## src/common/icb_defs.svh

```systemverilog
// Constants for the invert, compare and decimal adjust datapath
// Notes on behaviour
// [RQ1] Invert all destination bits, opcodes 60/61, 4 cycles
// [RQ2] Invert: Z on zero, S bit7, V cleared
// [RQ3] Compare subtracts for flags only, opcodes A2-A6
// [RQ4] Compare: C borrow, Z, S, V; D,H kept
// [RQ5] Opcode C2 branches relative when operands equal
// [RQ6] Opcode D2 branches relative when operands differ
// [RQ7] Compare-step-jump always increments source pointer
// [RQ8] Compare-step-jump leaves flags untouched
// [RQ9] Compare-step-jump: 18 cycles taken, 16 not
// [RQ10] Relative offset is signed, +127 to -128
// [RQ11] Adjust after add: add 00/06/60/66, carry on 6x
// [RQ12] Adjust after subtract: add 00/FA/A0/9A
// [RQ13] Adjust result undefined for non-BCD input
// [RQ14] Adjust flags: C per table, Z, S; D,H kept
// [RQ15] Adjust opcodes 40/41, 4 cycles
// [RQ16] Decimal flag selects add or subtract correction
`ifndef ICB_DEFS_SVH
`define ICB_DEFS_SVH
`define ICB_OP_INV_R 8'h60
`define ICB_OP_INV_IR 8'h61
`define ICB_OP_DA_R 8'h40
`define ICB_OP_DA_IR 8'h41
`define ICB_OP_CMP_RR 8'hA2
`define ICB_OP_CMP_RIR 8'hA3
`define ICB_OP_CMP_GG 8'hA4
`define ICB_OP_CMP_GIG 8'hA5
`define ICB_OP_CMP_IM 8'hA6
`define ICB_OP_CSJ_EQ 8'hC2
`define ICB_OP_CSJ_NE 8'hD2
`define ICB_CYC_SHORT 8'h04
`define ICB_CYC_CMP_LONG 8'h06
`define ICB_CYC_TAKEN 8'h12
`define ICB_CYC_NOTAKEN 8'h10
`define ICB_FLG_C 7
`define ICB_FLG_Z 6
`define ICB_FLG_S 5
`define ICB_FLG_V 4
`define ICB_FLG_D 3
`define ICB_FLG_H 2
`define ICB_FLAGS_RST 8'h00
`define ICB_PC_RST 16'h0000
`endif

```

## src/common/icb_pkg.sv

```systemverilog
// Types for the invert, compare and decimal adjust datapath
package icb_pkg;
   typedef enum logic [1:0] {ICB_IDLE, ICB_BUSY} icb_state_t;
   typedef struct packed {
      logic [7:0] opcode;
      logic [7:0] dst;
      logic [7:0] src;
      logic [7:0] src_ptr;
      logic [7:0] rel;
      logic [15:0] pc;
      logic [7:0] flags;
   } icb_req_t;
   typedef struct packed {
      logic [7:0] dst;
      logic dst_we;
      logic [7:0] src_ptr;
      logic ptr_we;
      logic [15:0] pc;
      logic pc_we;
      logic [7:0] flags;
      logic flags_we;
   } icb_res_t;
   typedef struct packed {
      icb_state_t state;
      logic [7:0] cnt;
      icb_res_t res;
      logic done;
   } icb_regs_t;
endpackage : icb_pkg

```

## src/verilog/icb_da_adj.sv

```systemverilog
// Decimal adjust correction table
`timescale 1ns/100ps
module icb_da_adj
   import icb_pkg::*;
(
   // Operand and prior flags
   input wire logic [7:0] val,
   input wire logic c_in,
   input wire logic h_in,
   input wire logic sub_mode,
   // Correction
   output logic [7:0] add_val,
   output logic c_out
);
   logic [3:0] hi;
   logic [3:0] lo;
   always_comb begin
      hi = val[7:4];
      lo = val[3:0];
      add_val = 8'h00;
      c_out = 1'b0;
      // Unlisted combinations give no correction; their value is undefined anyway [RQ13]
      if (sub_mode) begin // [RQ16]
         if (!c_in && h_in && hi <= 4'h8 && lo >= 4'h6) begin // [RQ12]
            add_val = 8'hFA;
         end else if (c_in && !h_in && hi >= 4'h7 && lo <= 4'h9) begin
            add_val = 8'hA0;
            c_out = 1'b1;
         end else if (c_in && h_in && hi >= 4'h6 && lo >= 4'h6) begin
            add_val = 8'h9A;
            c_out = 1'b1;
         end
      end else begin
         if (!c_in) begin // [RQ11]
            if (!h_in && hi <= 4'h8 && lo >= 4'hA) begin
               add_val = 8'h06;
            end else if (h_in && hi <= 4'h9 && lo <= 4'h3) begin
               add_val = 8'h06;
            end else if (!h_in && hi >= 4'hA && lo <= 4'h9) begin
               add_val = 8'h60;
               c_out = 1'b1;
            end else if (!h_in && hi >= 4'h9 && lo >= 4'hA) begin
               add_val = 8'h66;
               c_out = 1'b1;
            end else if (h_in && hi >= 4'hA && lo <= 4'h3) begin
               add_val = 8'h66;
               c_out = 1'b1;
            end
         end else begin
            if (!h_in && hi <= 4'h2 && lo <= 4'h9) begin
               add_val = 8'h60;
               c_out = 1'b1;
            end else if (!h_in && hi <= 4'h2 && lo >= 4'hA) begin
               add_val = 8'h66;
               c_out = 1'b1;
            end else if (h_in && hi <= 4'h3 && lo <= 4'h3) begin
               add_val = 8'h66;
               c_out = 1'b1;
            end
         end
      end
   end
endmodule : icb_da_adj

```

## src/verilog/icb_unit.sv

```systemverilog
// Execution unit for invert, compare, compare-step-jump and decimal adjust
`timescale 1ns/100ps
`include "icb_defs.svh"
module icb_unit
   import icb_pkg::*;
#(
   // Instruction lengths in clock cycles
   parameter logic [7:0] CYC_SHORT = `ICB_CYC_SHORT,
   parameter logic [7:0] CYC_CMP_LONG = `ICB_CYC_CMP_LONG,
   parameter logic [7:0] CYC_TAKEN = `ICB_CYC_TAKEN,
   parameter logic [7:0] CYC_NOTAKEN = `ICB_CYC_NOTAKEN
)
(
   // Clock and reset
   input wire logic mclk,
   input wire logic rst_b,
   // Instruction request from decode
   input wire logic req_valid,
   input wire icb_req_t req,
   output logic req_ready,
   // Results to register file, flags and program counter
   output icb_res_t res,
   output logic res_valid,
   output logic illegal_op
);
   icb_regs_t st_r;
   icb_regs_t st_nxt;
   logic [7:0] da_add;
   logic da_c;
   logic [8:0] diff;
   logic [7:0] inv;
   logic [7:0] da_sum;
   logic ovf;

   // The end pulse is raised when the count reaches two, so shorter lengths cannot be served
   if (CYC_SHORT < 8'h02 || CYC_CMP_LONG < 8'h02 || CYC_TAKEN < 8'h02 || CYC_NOTAKEN < 8'h02) begin : g_cyc_check
      $error("icb_unit: every instruction length must be at least two cycles");
   end

   icb_da_adj u_da (
      .val(req.dst),
      .c_in(req.flags[`ICB_FLG_C]),
      .h_in(req.flags[`ICB_FLG_H]),
      .sub_mode(req.flags[`ICB_FLG_D]),
      .add_val(da_add),
      .c_out(da_c)
   );

   assign diff = {1'b0, req.dst} - {1'b0, req.src};
   assign inv = ~req.dst;
   assign da_sum = req.dst + da_add;
   assign ovf = (req.dst[7] != req.src[7]) && (diff[7] != req.dst[7]);
   assign req_ready = (st_r.state == ICB_IDLE);
   assign res = st_r.res;
   assign res_valid = st_r.done;
   // Only an unknown opcode enters the busy state with a count of one
   assign illegal_op = (st_r.state == ICB_BUSY) && (st_r.cnt == 8'h01);

   always_comb begin
      st_nxt = st_r;
      st_nxt.done = 1'b0;
      case (st_r.state)
         ICB_IDLE: begin
            if (req_valid) begin
               st_nxt.res = '0;
               st_nxt.res.flags = req.flags;
               st_nxt.res.pc = req.pc;
               st_nxt.res.src_ptr = req.src_ptr;
               st_nxt.res.dst = req.dst;
               st_nxt.cnt = CYC_SHORT;
               case (req.opcode)
                  `ICB_OP_INV_R, `ICB_OP_INV_IR: begin
                     st_nxt.res.dst = inv; // [RQ1]
                     st_nxt.res.dst_we = 1'b1;
                     st_nxt.res.flags_we = 1'b1;
                     st_nxt.res.flags[`ICB_FLG_Z] = (inv == 8'h00); // [RQ2]
                     st_nxt.res.flags[`ICB_FLG_S] = inv[7];
                     st_nxt.res.flags[`ICB_FLG_V] = 1'b0;
                  end
                  `ICB_OP_CMP_RR, `ICB_OP_CMP_RIR, `ICB_OP_CMP_GG, `ICB_OP_CMP_GIG, `ICB_OP_CMP_IM: begin
                     if (req.opcode != `ICB_OP_CMP_RR) begin
                        st_nxt.cnt = CYC_CMP_LONG;
                     end
                     st_nxt.res.flags_we = 1'b1; // [RQ3]
                     st_nxt.res.flags[`ICB_FLG_C] = diff[8]; // [RQ4]
                     st_nxt.res.flags[`ICB_FLG_Z] = (diff[7:0] == 8'h00);
                     st_nxt.res.flags[`ICB_FLG_S] = diff[7];
                     st_nxt.res.flags[`ICB_FLG_V] = ovf;
                  end
                  `ICB_OP_CSJ_EQ, `ICB_OP_CSJ_NE: begin
                     st_nxt.res.src_ptr = req.src_ptr + 8'h01; // [RQ7]
                     st_nxt.res.ptr_we = 1'b1;
                     st_nxt.cnt = CYC_NOTAKEN; // [RQ9]
                     // Flags pass through with no write [RQ8]
                     if ((diff[7:0] == 8'h00) == (req.opcode == `ICB_OP_CSJ_EQ)) begin // [RQ5] [RQ6]
                        st_nxt.res.pc = req.pc + {{8{req.rel[7]}}, req.rel}; // [RQ10]
                        st_nxt.res.pc_we = 1'b1;
                        st_nxt.cnt = CYC_TAKEN;
                     end
                  end
                  `ICB_OP_DA_R, `ICB_OP_DA_IR: begin
                     st_nxt.res.dst = da_sum; // [RQ15]
                     st_nxt.res.dst_we = 1'b1;
                     st_nxt.res.flags_we = 1'b1;
                     st_nxt.res.flags[`ICB_FLG_C] = da_c; // [RQ14]
                     st_nxt.res.flags[`ICB_FLG_Z] = (da_sum == 8'h00);
                     st_nxt.res.flags[`ICB_FLG_S] = da_sum[7];
                  end
                  default: begin
                     // Unknown opcode: one busy cycle and no writes
                     st_nxt.cnt = 8'h01;
                  end
               endcase
               st_nxt.state = ICB_BUSY;
            end
         end
         ICB_BUSY: begin
            st_nxt.cnt = st_r.cnt - 8'h01;
            if (st_r.cnt == 8'h02 || st_r.cnt <= 8'h01) begin
               st_nxt.done = (st_r.cnt == 8'h02) || (st_r.cnt <= 8'h01 && !st_r.done);
               st_nxt.state = ICB_IDLE;
            end
         end
         default: begin
            st_nxt.state = ICB_IDLE;
         end
      endcase
   end

   always_ff @(posedge mclk or negedge rst_b) begin
      if (!rst_b) begin
         st_r <= '{state: ICB_IDLE, cnt: 8'h00, res: '0, done: 1'b0};
      end else begin
         st_r <= st_nxt;
      end
   end
endmodule : icb_unit

```

## config.mk

```make
export PLATFORM = sky130hd
export DESIGN_NAME = icb_unit
export DESIGN_NICKNAME = d
export VERILOG_FILES = /design/src/common/icb_pkg.sv /design/src/verilog/icb_da_adj.sv /design/src/verilog/icb_unit.sv
export VERILOG_INCLUDE_DIRS = /design/src /design/src/common
export SDC_FILE = /design/constraint.sdc
export NUM_CORES = 1
export LEC_CHECK = 0
export ABC_CLOCK_PERIOD_IN_PS = 2300
export BUFFER_PORTS_ARGS = -buffer_cell sky130_fd_sc_hd__buf_2
export CORE_MARGIN = 2
export CORE_UTILIZATION = 51
export CTS_BUF_LIST = sky130_fd_sc_hd__clkbuf_4
export DETAILED_ROUTE_END_ITERATION = 16
export MAX_ROUTING_LAYER = met4
export PLACE_DENSITY = 0.77
export SYNTH_ARGS = -nofsm -noshare
export SYNTH_HDL_FRONTEND = slang
export SYNTH_HIERARCHICAL = 1
export SYNTH_SLANG_ARGS = --single-unit
```

## constraint.sdc

```tcl
create_clock -name mclk -period 2.3 [get_ports mclk]
set_input_delay 0.23 -clock mclk [delete_from_list [all_inputs] [get_ports mclk]]
set_output_delay 0.23 -clock mclk [all_outputs]
set_load 0.01 [all_outputs]
```

==> impl_metrics.env <==
export IMPL_status="complete, but fails checks"
export IMPL_failed_checks="setup timing"
export IMPL_htreeDepth=2
export IMPL_yosys_register_bits=54
export IMPL_synth_compound_gate_area_share_pct=19.6
export IMPL_cp_required_ps=2570
export IMPL_initial_utilization_pct=53.1
export IMPL_end_kind="flop"
export IMPL_netlist_cell_type_count=71
export IMPL_yosysTopAreaCell="dfrtp_1"
export IMPL_fp_row_count=34
export IMPL_regArea_um2=1350
export IMPL_timing_rr_start="st_r[53]"
export IMPL_avgSynthCellArea_um2=8.45
export IMPL_synth_xor_area_share_pct=5.43
export IMPL_coreArea_um2=8810
export IMPL_io_pins=114
export IMPL_firstDrtPassIters=5
export IMPL_cp_startpoint="req[53]"
export IMPL_grt_util_all_layers_pct=24.4
export IMPL_place_congestion=0.907
export IMPL_dp_hpwl_um=9430
export IMPL_power_mw=4.19
export IMPL_clkTransAtPathRegs_ps=150
export IMPL_min_path_type="in2reg"
export IMPL_cts_tree="done"
export IMPL_setup_viol=7
export IMPL_first_iter_violations=253
export IMPL_power_density_nw_per_um2=724
export IMPL_synth_top_family_by_area="simple AND/OR/NAND/NOR gates"
export IMPL_worstHoldStart="req[0]"
export IMPL_peakVddDrop_v=0.000316
export IMPL_grt_max_degree=51
export IMPL_utilization_pct=65.7
export IMPL_grt_pass1_wl_um=19400
export IMPL_synthTopCellsByCount="nand2_1 (69), dfrtp_1 (54), buf_4 (46)"
export IMPL_overflow=0
export IMPL_synth_area_leaders="dfrtp_1 (29%), ha_1 (9.1%), buf_4 (7.4%)"
export IMPL_r2r_setup_slack_ps=440
export IMPL_totalWireLength_um=12000
export IMPL_clock_fmax_mhz=414
export IMPL_tightestPinTransition_ps=632
export IMPL_fill_cells=731
export IMPL_synthAdderAreaFrac_pct=10.4
export IMPL_cp_max_fo=3
export IMPL_cts_buffer_depth=2
export IMPL_die_x_um=99.7
export IMPL_final_cells=794
export IMPL_yosys_area_share_simple_pct=20.0
export IMPL_synthArstFlopShare_pct=100
export IMPL_synthCells=553
export IMPL_syn_to_final_growth_pct=23.8
export IMPL_die_height_um=99.7
export IMPL_synth_top_area_share_pct=28.9
export IMPL_fin_ws_ps=-114
export IMPL_maxSlewViolCount=0
export IMPL_drcViolationCount=0
export IMPL_via_per_inst=5.58
export IMPL_nNetsFinal=789
export IMPL_worstSetupPathType="in2reg"
export IMPL_syn_cell_area_um2=4670
export IMPL_drive_above_1_share_pct=34.0
export IMPL_dieArea_um2=9950
export IMPL_antenna_left=0
export IMPL_io_buffers=113
export IMPL_synth_edf_count=0
export IMPL_grt_pass1_vias=4224
export IMPL_yosysMostFrequentCell="nand2_1"
export IMPL_synth_ff_type="dfrtp_1"
export IMPL_ys_seq_area_share_pct=28.9
export IMPL_cts_sinks=54
export IMPL_finalHoldViolCount=0
export IMPL_yosysWarnings=6
export IMPL_cts_root_buf="clkbuf_4"
export IMPL_maxCapViolCount=0
export IMPL_vias=4433
export IMPL_slew_headroom_pct=57.8
export IMPL_cp_arrival_ps=2680
export IMPL_wl_per_cell_um=15.1
export IMPL_critPathLaunchType="input port"
export IMPL_rsz0062_at_grt="true"
export IMPL_antenna_found_initial=1
export IMPL_fin_crit_sh_pct=105
export IMPL_leakagePower_nw=2.89
export IMPL_finalCriticalPeriod_ps=2410
export IMPL_clock_latency_ps=380
export IMPL_synth_nets=657
export IMPL_fin_worst_skew_ps=11.6
export IMPL_multi_input_area_um2=2960
export IMPL_dp_cells=777
export IMPL_cts_buffers_inserted=5
export IMPL_synthMuxAreaShare_pct=4.20
critical path, cell delays in order:
cell and delay (ps):
buf_6 100, and2_4 150, or3b_1 340, and4_4 150, or2_4 240, buf_4 140
ha_4 140, a21o_1 150, a21oi_2 200, o21ai_1 100, o211ai_1 120, a21oi_1 110
xnor2_1 270, nand4bb_1 170, a31oi_1 70
path summary, 6_finish.rpt:
check	cells after the start	end
min in group asynchronous	2	st_r[49]
max	15	res[7]
max in group asynchronous	3	res[20]
min reg2reg	2	res[35]
max reg2reg	5	st_r[52]
min	3	res[1]
what timing repair did:
item                                    in CTS  in global routing
endpoints found under the setup margin      19                 25
setup buffers                                4                  6
resized for setup                            7                 25
pin swaps                                   10                 18
hold buffers                                 1                  0
hold endpoints to repair                    26                  0
power by group:
group	internal (mW)	switching, mW
Combinational	0.924	1.14
Clock	0.220	0.298
Sequential	1.35	0.259
cell type report:
class,instances,area share (%)
flip-flops and latches,54,23.3
clock buffers,5,0.648
inverters,20,1.43
repair buffers,187,20.6
well taps,108,2.33
clock inverters,2,0.584
diodes,1,0.0432
multi-input cells,417,51.0
placed cells by master (no fill, tap or decap), types with 7 or more instances in the layout:
cell      instances
a21oi_1          25
a31oi_1           8
buf_2           109
buf_4            67
dfrtp_1          54
ha_1             32
inv_1            19
mux2i_1          15
nand2_1          67
nand3_1          12
nand4_1           7
nor2_1           32
nor3_1            9
o211ai_1          9
o21ai_0          30
o21ai_1          18
or3_1             7
xnor2_1          16
xor2_1           11
per-layer routing:
layer / share of wire (%) / GRT usage (%) / wire (µm)
met3: 4.6 / 2.11 / 553
met4: 1.8 / 6.43 / 220
met2: 50 / 42.7 / 5980
met1: 44 / 30.5 / 5250
met5: 0 / - / 0
through the flow:
stage                     area [µm²]  hold WS [ps]  TNS (ps)  worst slack [ps]
after detailed placement        5490           287    -12010              -557
after CTS                       5630          36.4      -168             -91.7
final                           5790          31.3      -523              -114
after floorplan                 4740         -65.6     -2410              -281
after global placement          5490           281     -9850              -457
after global routing            5790          41.9     -2080              -265
cells by family (layout without fill, tap and decap cells):
group	after synthesis	after routing
AO/OA/AOI/OAI	145	145
other	1	2
flip-flops	54	54
multiplexers	19	19
AND/OR/NAND/NOR	186	186
XOR/XNOR	29	29
buffers and inverters	82	214
adder cells (fa/ha/maj)	37	37
flip-flops by register name (all words and copies together) (netlist names):
name	cells
st_r	9
res_valid	1
res	44
Power figures use the tool's default switching activity.
